`src/logic/hpp_pkg.sv`:
```
// hub port power and strap logic: shared constants and types
// assumes a single 25 MHz core clock and no register bus

package hpp_pkg;

  // ----------------------------------------------------------------
  // port geometry
  // ----------------------------------------------------------------
  localparam int NUM_PORTS     = 4;
  localparam int GANG_PIN_IDX  = 3;   // port 4 pin doubles as shared power pin
  localparam int GENERAL_IO_NUM = 16; // general io number of the detect pin

  // ----------------------------------------------------------------
  // strap vector layout: {gang, dminus[4:1], dplus[4:1]}
  // ----------------------------------------------------------------
  localparam int STRAP_DPLUS_LSB  = 0;
  localparam int STRAP_DMINUS_LSB = NUM_PORTS;
  localparam int STRAP_GANG_POS   = 2 * NUM_PORTS;
  localparam int STRAP_WIDTH      = 2 * NUM_PORTS + 1;

  // ----------------------------------------------------------------
  // timing
  // ----------------------------------------------------------------
  localparam int CLK_FREQ_HZ       = 25_000_000;
  localparam int DETECT_FILTER_NS  = 160;   // detect level must hold this long
  localparam int DETECT_FILTER_CYCLES =
    (DETECT_FILTER_NS * (CLK_FREQ_HZ / 1_000_000) + 999) / 1000 < 1 ? 1 :
    (DETECT_FILTER_NS * (CLK_FREQ_HZ / 1_000_000) + 999) / 1000;
  localparam int FILTER_CNT_W      = 8;

  // ----------------------------------------------------------------
  // reset values
  // ----------------------------------------------------------------
  localparam logic [NUM_PORTS-1:0]   PORT_RST_VAL  = 4'h0;
  localparam logic [STRAP_WIDTH-1:0] STRAP_RST_VAL = 9'h000;
  localparam logic [FILTER_CNT_W-1:0] FILTER_CNT_RST = 8'h00;

  // ----------------------------------------------------------------
  // upstream connection state
  // ----------------------------------------------------------------
  typedef enum logic [2:0] {
    HPP_UP_NO_POWER    = 3'b001,
    HPP_UP_RENEGOTIATE = 3'b010,
    HPP_UP_CONNECTED   = 3'b100
  } hpp_up_state_t;

endpackage

```
`src/logic/hpp_port_power.sv`:
```
// hub downstream port power, overcurrent sense, straps and upstream detect
// assumes all pin inputs are synchronous to core_clk_in; pads resolve oe
`timescale 1ns/10ps

module hpp_port_power
  import hpp_pkg::*;
#(
  parameter int NPORT       = NUM_PORTS,
  parameter int FILTER_CYC  = DETECT_FILTER_CYCLES
) (
  input  wire logic             core_clk_in,
  input  wire logic             rst_n_in,
  // downstream port pins (bit 3 is also the shared power pin)
  input  wire logic [NPORT-1:0] port_power_sense_pins_in,
  output logic      [NPORT-1:0] port_power_sense_pins_out,
  output logic      [NPORT-1:0] port_power_sense_pins_oe_out,
  // disable straps on the downstream data pins
  input  wire logic [NPORT-1:0] port_dplus_disable_strap_in,
  input  wire logic [NPORT-1:0] port_dminus_disable_strap_in,
  // firmware side controls
  input  wire logic [NPORT-1:0] port_power_req_in,
  input  wire logic [NPORT-1:0] port_pin_is_input_in,
  input  wire logic [NPORT-1:0] overcurrent_clear_in,
  // port status
  output logic      [NPORT-1:0] port_power_on_out,
  output logic      [NPORT-1:0] port_disabled_out,
  output logic      [NPORT-1:0] overcurrent_flag_out,
  output logic      [NPORT-1:0] overcurrent_event_out,
  output logic                  gang_mode_out,
  output logic                  straps_valid_out,
  // upstream detect pin, also general io 16
  input  wire logic             upstream_power_detect_in,
  output logic                  general_io_16_out,
  output logic                  general_io_16_oe_out,
  input  wire logic             general_io_16_mode_in,
  input  wire logic             general_io_16_drive_in,
  input  wire logic             general_io_16_drive_en_in,
  output logic                  general_io_16_value_out,
  output logic                  upstream_connected_out,
  output logic                  upstream_reconnect_out
);

  // ----------------------------------------------------------------
  // strap capture
  // ----------------------------------------------------------------
  logic [2*NPORT:0]  strap_q;
  logic              strap_valid;
  logic [NPORT-1:0]  dplus_dis;
  logic [NPORT-1:0]  dminus_dis;
  logic              gang_mode;

  // gang strap is read on the shared pin while it is still released
  hpp_strap_latch #(
    .WIDTH (2*NPORT+1)
  ) u_strap (
    .clk_in      (core_clk_in),
    .rst_n_in    (rst_n_in),
    .strap_in    ({port_power_sense_pins_in[GANG_PIN_IDX],
                   port_dminus_disable_strap_in,
                   port_dplus_disable_strap_in}),
    .strap_q_out (strap_q),
    .valid_out   (strap_valid)
  );

  assign dplus_dis  = strap_q[STRAP_DPLUS_LSB +: NPORT];
  assign dminus_dis = strap_q[STRAP_DMINUS_LSB +: NPORT];
  assign gang_mode  = strap_valid & strap_q[STRAP_GANG_POS];

  // ----------------------------------------------------------------
  // per-port combinational decisions
  // ----------------------------------------------------------------
  logic [NPORT-1:0] port_dis;
  logic [NPORT-1:0] sense_hit;
  logic [NPORT-1:0] oc_hit;
  logic [NPORT-1:0] oc_flag_d;
  logic [NPORT-1:0] power_d;
  logic [NPORT-1:0] pin_out_d;
  logic [NPORT-1:0] pin_oe_d;
  logic             gang_req;
  logic             gang_oc;
  logic [NPORT-1:0] oc_flag_q;
  logic [NPORT-1:0] oc_hit_q;

  // shared request: any enabled port asks for power
  assign gang_req = |(port_power_req_in & ~port_dis);
  // shared overcurrent: shared pin used as input and asserted high
  assign gang_oc  = sense_hit[GANG_PIN_IDX];

  genvar gi;
  generate
    for (gi = 0; gi < NPORT; gi++) begin : g_port
      // port off only when both data-line straps ask for it
      assign port_dis[gi] = strap_valid & dplus_dis[gi] & dminus_dis[gi];

      // pin read as input: high level reports overcurrent
      assign sense_hit[gi] = strap_valid & port_pin_is_input_in[gi]
                             & port_power_sense_pins_in[gi];

      // gang mode maps the one shared sense onto every live port
      assign oc_hit[gi] = ~port_dis[gi] & (gang_mode ? gang_oc : sense_hit[gi]);

      // set wins over a clear in the same cycle
      assign oc_flag_d[gi] = oc_hit[gi] | (oc_flag_q[gi] & ~overcurrent_clear_in[gi]);

      // power only for live, requested, fault-free ports
      assign power_d[gi] = strap_valid & ~port_dis[gi] & ~oc_flag_d[gi]
                           & (gang_mode ? gang_req : port_power_req_in[gi]);

      // pin drive: own port in normal mode, only the shared pin in gang mode
      if (gi == GANG_PIN_IDX) begin : g_shared
        assign pin_oe_d[gi]  = strap_valid & ~port_pin_is_input_in[gi]
                               & (gang_mode | ~port_dis[gi]);
        assign pin_out_d[gi] = pin_oe_d[gi] &
                               (gang_mode ? (gang_req & ~(|oc_flag_d)) : power_d[gi]);
      end else begin : g_plain
        assign pin_oe_d[gi]  = strap_valid & ~gang_mode & ~port_dis[gi]
                               & ~port_pin_is_input_in[gi];
        assign pin_out_d[gi] = pin_oe_d[gi] & power_d[gi];
      end
    end
  endgenerate

  // ----------------------------------------------------------------
  // overcurrent flags and events
  // ----------------------------------------------------------------
  always_ff @(posedge core_clk_in or negedge rst_n_in) begin
    if (!rst_n_in) begin
      oc_flag_q             <= PORT_RST_VAL;
      oc_hit_q              <= PORT_RST_VAL;
      overcurrent_event_out <= PORT_RST_VAL;
    end else begin
      oc_flag_q             <= oc_flag_d;
      oc_hit_q              <= oc_hit;
      overcurrent_event_out <= oc_hit & ~oc_hit_q;      // one pulse per onset
    end
  end

  assign overcurrent_flag_out = oc_flag_q;

  // ----------------------------------------------------------------
  // port power and pin drive registers
  // ----------------------------------------------------------------
  always_ff @(posedge core_clk_in or negedge rst_n_in) begin
    if (!rst_n_in) begin
      port_power_on_out            <= PORT_RST_VAL;
      port_power_sense_pins_out    <= PORT_RST_VAL;
      port_power_sense_pins_oe_out <= PORT_RST_VAL;   // released so straps read
    end else begin
      port_power_on_out            <= power_d;
      port_power_sense_pins_out    <= pin_out_d;
      port_power_sense_pins_oe_out <= pin_oe_d;
    end
  end

  // ----------------------------------------------------------------
  // strap status registers
  // ----------------------------------------------------------------
  always_ff @(posedge core_clk_in or negedge rst_n_in) begin
    if (!rst_n_in) begin
      port_disabled_out <= PORT_RST_VAL;
      gang_mode_out     <= 1'b0;
      straps_valid_out  <= 1'b0;
    end else begin
      port_disabled_out <= port_dis;
      gang_mode_out     <= gang_mode;
      straps_valid_out  <= strap_valid;
    end
  end

  // ----------------------------------------------------------------
  // detect pin as general io 16
  // ----------------------------------------------------------------
  always_ff @(posedge core_clk_in or negedge rst_n_in) begin
    if (!rst_n_in) begin
      general_io_16_out       <= 1'b0;
      general_io_16_oe_out    <= 1'b0;
      general_io_16_value_out <= 1'b0;
    end else begin
      general_io_16_oe_out    <= general_io_16_mode_in & general_io_16_drive_en_in;
      general_io_16_out       <= general_io_16_mode_in & general_io_16_drive_in;
      general_io_16_value_out <= upstream_power_detect_in;
    end
  end

  // ----------------------------------------------------------------
  // upstream detect filter
  // ----------------------------------------------------------------
  logic                    detect_raw;
  logic                    detect_filt_q;
  logic [FILTER_CNT_W-1:0] filt_cnt_q;

  // in general io use the upstream is taken as always powered
  assign detect_raw = general_io_16_mode_in | upstream_power_detect_in;

  // a new level must hold FILTER_CYC cycles before it is believed
  always_ff @(posedge core_clk_in or negedge rst_n_in) begin
    if (!rst_n_in) begin
      detect_filt_q <= 1'b0;
      filt_cnt_q    <= FILTER_CNT_RST;
    end else if (detect_raw == detect_filt_q) begin
      filt_cnt_q    <= FILTER_CNT_RST;
    end else if (filt_cnt_q == FILTER_CNT_W'(FILTER_CYC - 1)) begin
      detect_filt_q <= detect_raw;
      filt_cnt_q    <= FILTER_CNT_RST;
    end else begin
      filt_cnt_q    <= filt_cnt_q + FILTER_CNT_W'(1);
    end
  end

  // ----------------------------------------------------------------
  // upstream connection state
  // ----------------------------------------------------------------
  hpp_up_state_t up_state_q;
  hpp_up_state_t up_state_d;

  // loss of power detaches; return of power renegotiates, no reset
  always_comb begin
    up_state_d = up_state_q;
    case (up_state_q)
      HPP_UP_NO_POWER: begin
        if (detect_filt_q) begin
          up_state_d = HPP_UP_RENEGOTIATE;
        end
      end
      HPP_UP_RENEGOTIATE: begin
        up_state_d = detect_filt_q ? HPP_UP_CONNECTED : HPP_UP_NO_POWER;
      end
      HPP_UP_CONNECTED: begin
        if (!detect_filt_q) begin
          up_state_d = HPP_UP_NO_POWER;
        end
      end
      default: begin
        up_state_d = HPP_UP_NO_POWER;
      end
    endcase
  end

  // state register; outputs decode the next state, so they change on the same edge as it
  always_ff @(posedge core_clk_in or negedge rst_n_in) begin
    if (!rst_n_in) begin
      up_state_q             <= HPP_UP_NO_POWER;
      upstream_connected_out <= 1'b0;
      upstream_reconnect_out <= 1'b0;
    end else begin
      up_state_q             <= up_state_d;
      upstream_connected_out <= (up_state_d == HPP_UP_CONNECTED);
      upstream_reconnect_out <= (up_state_d == HPP_UP_RENEGOTIATE);
    end
  end

endmodule

```
`src/logic/hpp_strap_latch.sv`:
```
// strap capture: takes the strap levels once after each reset release
// assumes straps are stable around the reset release
`timescale 1ns/10ps

module hpp_strap_latch
  import hpp_pkg::*;
#(
  parameter int WIDTH = STRAP_WIDTH
) (
  input  wire logic             clk_in,
  input  wire logic             rst_n_in,
  input  wire logic [WIDTH-1:0] strap_in,
  output logic      [WIDTH-1:0] strap_q_out,
  output logic                  valid_out
);

  // ----------------------------------------------------------------
  // capture at first edge after release (power-on or external reset)
  // ----------------------------------------------------------------
  always_ff @(posedge clk_in or negedge rst_n_in) begin
    if (!rst_n_in) begin
      strap_q_out <= WIDTH'(STRAP_RST_VAL);
      valid_out   <= 1'b0;
    end else if (!valid_out) begin
      strap_q_out <= strap_in;
      valid_out   <= 1'b1;
    end
  end

endmodule

```
`config.mk`:
```
export PLATFORM = sky130hd
export DESIGN_NAME = hpp_port_power
export DESIGN_NICKNAME = d
export VERILOG_FILES = /design/src/logic/hpp_pkg.sv /design/src/logic/hpp_port_power.sv /design/src/logic/hpp_strap_latch.sv
export SDC_FILE = /design/constraint.sdc
export NUM_CORES = 1
export LEC_CHECK = 0
export CAP_MARGIN = 15
export CORE_MARGIN = 8
export CORE_UTILIZATION = 61
export DETAILED_ROUTE_END_ITERATION = 10
export DONT_BUFFER_PORTS = 1
export GPL_ROUTABILITY_DRIVEN = 0
export PLACE_DENSITY = 0.88
export SYNTH_ARGS = -nofsm -noshare
export SYNTH_HDL_FRONTEND = slang
export SYNTH_SLANG_ARGS = --single-unit
```
`constraint.sdc`:
```
create_clock -name core_clk_in -period 1.9 [get_ports core_clk_in]
set_input_delay 0.19 -clock core_clk_in [delete_from_list [all_inputs] [get_ports core_clk_in]]
set_output_delay 0.19 -clock core_clk_in [all_outputs]
set_load 0.02 [all_outputs]
```
==> flow_metrics.env, run 1 <==
export IMPL_wl_mm=5.11
export IMPL_chipWidth_um=75.5
export IMPL_timing_rr_start="u_strap.valid_out"
export IMPL_worstRegToRegCells=4
export IMPL_cp_start_kind="flip-flop"
export IMPL_fp_dieH_um=75.5
export IMPL_diodes=0
export IMPL_dpl_worst_slack_ps=216
export IMPL_power_density_mw_per_mm2=1090
export IMPL_cts_resized=0
export IMPL_via_per_inst=5.90
export IMPL_placed_cells=218
export IMPL_syn_to_final_growth_pct=20.3
export IMPL_grt_max_degree=58
export IMPL_cts_tree="done"
export IMPL_grt_first_pass_wirelength_mm=8.05
export IMPL_rows=21
export IMPL_synth_area_leader_cell="dfrtp_1"
export IMPL_cts_htree_levels=3
export IMPL_rrSetupSlack_ps=100
export IMPL_die_area_mm2=0.00570
export IMPL_ys_seq_area_share_pct=66.1
export IMPL_firstDrtPassIters=4
export IMPL_antenna_found_initial=0
export IMPL_async_flop_share_pct=100
export IMPL_finalWorstSetupSlack_ps=101
export IMPL_nets=235
export IMPL_synth_ff_latch_count=57
export IMPL_worst_path_buf_inv=0
export IMPL_arrival_ps=2060
export IMPL_power_frac_comb_pct=12.8
export IMPL_p_clk_share_pct=32.8
export IMPL_fill_cells=219
export IMPL_grt_pass1_vias=1615
export IMPL_drive_above_1_share_pct=15.3
export IMPL_synth_top_area_share_pct=64.9
export IMPL_status="finished clean"
export IMPL_post_cts_buffers=0
export IMPL_hpwl_mm=3.46
export IMPL_cts_buffers=9
export IMPL_intPower_mw=2.02
export IMPL_fmax_mhz=556
export IMPL_cts_hold_buf=21
export IMPL_fp_coreArea_mm2=0.00336
export IMPL_cts_sinks=57
export IMPL_tns_ps=0
export IMPL_stdcell_count=255
export IMPL_finClkSkew_ps=11.0
export IMPL_drv_cap=0
export IMPL_critPathRequiredTime_ps=2160
export IMPL_seqPwrFrac_pct=54.4
export IMPL_rsz0062_at_grt="no"
export IMPL_ys_top_cells_by_area="dfrtp_1 (65%), mux2_2 (4.2%), nor2_1 (2.4%)"
export IMPL_syn_nets=203
export IMPL_clk_path_buf_depth=2
export IMPL_crit_reg2reg_capture="port_power_on_out[2]"
export IMPL_netlist_area_mm2=0.00216
export IMPL_yosys_warnings=0
export IMPL_hold_class="primary input to flip-flop"
export IMPL_startpoint="u_strap.valid_out"
export IMPL_cp_end_kind="flip-flop"
export IMPL_ys_types=39
export IMPL_p_sw_uw=803
export IMPL_clock_root_buffer="clkbuf_4"
export IMPL_vias=1505
export IMPL_track_usage_pct=19.9
export IMPL_regArea_mm2=0.00143
export IMPL_cpPeakStageDelay_ps=520
export IMPL_worstSetupPathType="flip-flop to flip-flop"
export IMPL_drc=0
export IMPL_finalCritPeriodShare_pct=94.7
export IMPL_hold_viol=0
export IMPL_cpMaxStageDelayCell="dfrtp_1"
export IMPL_drt_initial_drc_count=127
export IMPL_boundaryPins=61
export IMPL_slew_viol_final=0
export IMPL_fin_crit_ps=1800
export IMPL_setup_viol=0
export IMPL_path_cells="nand3_1, a22oi_1, a31oi_1, nor4b_1"
export IMPL_synth_edff_count=0
export IMPL_insertion_delay_ps=390
export IMPL_initial_utilization_pct=64.2
export IMPL_numPortBuffers=0
export IMPL_layout_common_cells="dfrtp_1 (56), dlygate4sd3_1 (20), nor2_1 (14), inv_1 (13), nand2_1 (11)"
export IMPL_leakagePower_nw=1.27
export IMPL_syn_inst=172
export IMPL_grt_overflow_total=0
export IMPL_crit_fanout=11
export IMPL_crit_cells=4
export IMPL_critPathCapture="port_power_on_out[2]"
export IMPL_ir_drop_uv=702
export IMPL_multi_input_area_um2=666
export IMPL_sw_frac_of_total_pct=28.4
export IMPL_synth_avg_cell_area_um2=12.5
export IMPL_layout_commonest_cell="dfrtp_1"
export IMPL_ant_nets=0
export IMPL_relSlewSlack_pct=62.1
export IMPL_cts_clk_slew_worst_paths_ps=100
export IMPL_wire_per_inst_um=20.0
export IMPL_synth_ff_type="dfrtp_1"
export IMPL_worst_pin_slew_ps=563
export IMPL_critPathTopFamily="simple AND/OR/NAND/NOR gates"
## sequential cells by signal, summed over array words and instances (netlist names), 3 cells and up
register                      cells
u_strap.strap_q_out               9
up_state_q                        3
oc_hit_q                          4
filt_cnt_q                        8
overcurrent_event_out             4
port_power_sense_pins_oe_out      4
port_disabled_out                 4
overcurrent_flag_out              4
port_power_sense_pins_out         4
port_power_on_out                 4
## stage by stage
| stage | cell area [um2] | hold WS, ps | total power [mW] | utilization [%] |
|---|---|---|---|---|
| floorplan | 2160 | -106 | 1.76 | - |
| global placement | 2220 | -104 | 1.82 | 66.0 |
| detailed placement | 2220 | -104 | 1.86 | 66.0 |
| CTS | 2600 | 19.1 | 2.83 | 77.2 |
| global route | 2600 | 7.19 | 2.96 | 77.2 |
| finish | 2600 | 14.8 | 2.83 | 77.2 |
## layout make-up
cell class                 count  area share, %
clock inverter                 2           1.35
clock buffer                  14           4.48
multi-input combinational     99           25.6
sequential                    57           55.0
inverter                      14           2.02
tap                           46           2.22
timing repair buffer          23           9.34
## cell usage after synthesis (2+ instances only)
| master | instances |
|---|---|
| nor2_1 | 14 |
| a22oi_1 | 2 |
| nor4b_1 | 5 |
| dfrtp_1 | 56 |
| o2111a_1 | 2 |
| xor2_1 | 5 |
| mux2_2 | 8 |
| nor3_1 | 8 |
| o21ai_0 | 3 |
| nand3_1 | 10 |
| nand2b_1 | 2 |
| inv_1 | 13 |
| nand2_1 | 11 |
| and2_1 | 2 |
| xnor2_1 | 3 |
| and3_1 | 3 |
| a21oi_1 | 3 |
## worst min-delay path by stage
stage	endpoint	cells past startpoint	slack (ps)	start
after floorplan	detect_filt_q	0	-110	rst_n_in
after global placement	upstream_reconnect_out	0	-100	rst_n_in
after detailed placement	upstream_connected_out	0	-100	rst_n_in
after CTS	overcurrent_flag_out[1]	3	20	overcurrent_clear_in[1]
after global routing	detect_filt_q	2	7	general_io_16_mode_in
final	detect_filt_q	2	10	general_io_16_mode_in
## per-layer routing
layer / routed length (um) / track usage [%] / up-vias
met5: 0 / 0 / -
met2: 2640 / 33.4 / 78
li1: - / - / 660
met3: 475 / 8.55 / 14
met1: 1870 / 20.6 / 753
met4: 117 / 11.1 / 0
## power groups by stage
stage,sequential (mW),combinational [mW],clock [mW]
after floorplan,1.52,0.239,0
after global placement,1.55,0.270,0
after detailed placement,1.56,0.295,0
after CTS,1.54,0.358,0.931
after global routing,1.56,0.407,1.00
final,1.54,0.362,0.929
## logic make-up after synthesis
group	Yosys count	share of synthesized area, %
DFF	57	66.1
AOI/OAI and AO/OA	19	6.84
buffers and inverters	16	3.01
muxes	8	4.17
and+or+nand+nor	62	15.8
xor gates and xnor gates	8	3.25
other	1	0.174
adders and majority gates	1	0.580
(Power assumes the default switching activity.)
==> inputs of run 2 (changes only) <==
- RECOVER_POWER: unset -> 25
==> run 2 against run 1 <==
Effect of this change: cell count unchanged; sequential share of layout area increased by 0.48 points; largest power group unchanged; core utilization is 0.67 points lower; first-iteration DRC count did not move; non-clock buffer count is the same; wire length decreased by 0.43%; cell area decreased by 0.87%; critical path depth unchanged; hold slack better by 1.8 ps; via count grew 0.40%.
==> flow_metrics.env, run 2 (synthesis gave the netlist of run 1 again) <==
export IMPL_power_density_mw_per_mm2=1090
export IMPL_cp_end_kind="flip-flop"
export IMPL_firstDrtPassIters=4
export IMPL_min_from="general_io_16_mode_in"
export IMPL_arrival_ps=2060
export IMPL_status="finished clean"
export IMPL_grt_overflow_total=0
export IMPL_cts_sinks=57
export IMPL_fin_crit_ps=1790
export IMPL_worstSetupPathType="flip-flop to flip-flop"
export IMPL_die_area_mm2=0.00570
export IMPL_cp_start_kind="flip-flop"
export IMPL_clk_path_buf_depth=2
export IMPL_hold_depth=2
export IMPL_syn_to_final_growth_pct=19.3
export IMPL_chipWidth_um=75.5
export IMPL_setup_viol=0
export IMPL_drive_above_1_share_pct=15.3
export IMPL_cts_hold_buf=21
export IMPL_timing_rr_start="u_strap.valid_out"
export IMPL_cts_tree="done"
export IMPL_ant_nets=0
export IMPL_rrSetupSlack_ps=110
export IMPL_grt_first_pass_wirelength_mm=8.05
export IMPL_slew_viol_final=0
export IMPL_drv_cap=0
export IMPL_dpl_worst_slack_ps=216
export IMPL_wire_per_inst_um=19.9
export IMPL_regMostFlops="u_strap.strap_q_out"
export IMPL_rsz0062_at_grt="no"
export IMPL_rows=21
export IMPL_boundaryPins=61
export IMPL_wl_mm=5.09
export IMPL_grt_max_degree=58
export IMPL_nets=235
export IMPL_hpwl_mm=3.46
export IMPL_hold_end="detect_filt_q"
export IMPL_tns_ps=0
export IMPL_drt_initial_drc_count=127
export IMPL_critPathRequiredTime_ps=2160
export IMPL_relSlewSlack_pct=11.2
export IMPL_worstRegToRegCells=4
export IMPL_insertion_delay_ps=380
export IMPL_leakagePower_nw=1.26
export IMPL_ir_drop_uv=702
export IMPL_worst_pin_slew_ps=1330
export IMPL_fp_dieH_um=75.5
export IMPL_grt_pass1_vias=1615
export IMPL_post_cts_buffers=0
export IMPL_via_per_inst=5.93
export IMPL_crit_fanout=11
export IMPL_fmax_mhz=558
export IMPL_cts_htree_levels=3
export IMPL_crit_reg2reg_capture="port_power_on_out[2]"
export IMPL_cts_resized=0
export IMPL_antenna_found_initial=0
export IMPL_finalCritPeriodShare_pct=94.4
export IMPL_cts_clk_slew_worst_paths_ps=100
export IMPL_diodes=0
export IMPL_hold_class="primary input to flip-flop"
export IMPL_initial_utilization_pct=64.2
export IMPL_vias=1511
export IMPL_drc=0
export IMPL_numPortBuffers=0
export IMPL_top_regs="u_strap.strap_q_out: 9 flops, filt_cnt_q: 8 flops"
export IMPL_hold_viol=0
export IMPL_track_usage_pct=19.9
export IMPL_cts_buffers=9
export IMPL_largest_reg_flops=9
export IMPL_layout_common_cells="dfrtp_1 (56), dlygate4sd3_1 (20), nor2_1 (14), inv_1 (13), nand2_1 (11)"
export IMPL_fp_coreArea_mm2=0.00336
export IMPL_layout_commonest_cell="dfrtp_1"
export IMPL_finClkSkew_ps=11.2
export IMPL_finalWorstSetupSlack_ps=106
export IMPL_clock_root_buffer="clkbuf_4"
==> run 2: area by class of cell <==
cell class,count,area [um2]
Sequential cell,57,1430
Tap cell,46,57.6
Multi-Input combinational cell,99,666
Clock buffer,14,116
Timing Repair Buffer,23,220
Fill cell,222,788
Inverter,14,52.6
Clock inverter,2,35.0
==> run 2: per-stage QoR <==
stage | area [um2] | cells | utilization [%] | hold WS [ps] | total power, mW
6_report | 2570 | 255 | 76.6 | 16.6 | 2.82
4_1_cts | 2600 | 255 | 77.2 | 19.1 | 2.83
2_1_floorplan | 2160 | 172 | - | -106 | 1.76
3_5_place_dp | 2220 | 218 | 66.0 | -104 | 1.86
3_3_place_gp | 2220 | 218 | 66.0 | -104 | 1.82
5_1_grt | 2570 | 255 | 76.6 | 7.19 | 2.96
==> run 2: critical path: stages, from the launching register on <==
cell and delay [ps]:
dfrtp_1 520, nand3_1 240, a22oi_1 160, a31oi_1 410
nor4b_1 340
==> run 2: metal layers <==
metal | vias to the layer above | GRT usage [%] | part of all wire [%]
met5 | - | 0 | 0
met1 | 756 | 20.6 | 37
met2 | 81 | 33.4 | 52
li1 | 659 | - | -
met3 | 15 | 8.55 | 8.8
met4 | 0 | 11.1 | 2.4
==> run 2: worst max path at each step <==
| stage | end | from | slack, ps | cells after the start |
|---|---|---|---|---|
| 3_3_place_gp | port_power_on_out[0] | u_strap.valid_out | 390 | 3 |
| 6_report | port_power_on_out[2] | u_strap.valid_out | 110 | 4 |
| 5_1_grt | port_power_on_out[0] | u_strap.valid_out | 30 | 4 |
| 4_1_cts | port_power_on_out[2] | u_strap.valid_out | 190 | 4 |
| 2_1_floorplan | port_power_on_out[0] | u_strap.strap_q_out[8] | 500 | 3 |
| 3_5_place_dp | port_power_on_out[0] | u_strap.valid_out | 220 | 4 |
==> run 2: where the power goes <==
group          switching [mW]  total (mW)  internal, mW
Combinational           0.200       0.355         0.155
Sequential              0.183        1.54          1.35
Clock                   0.418       0.927         0.510
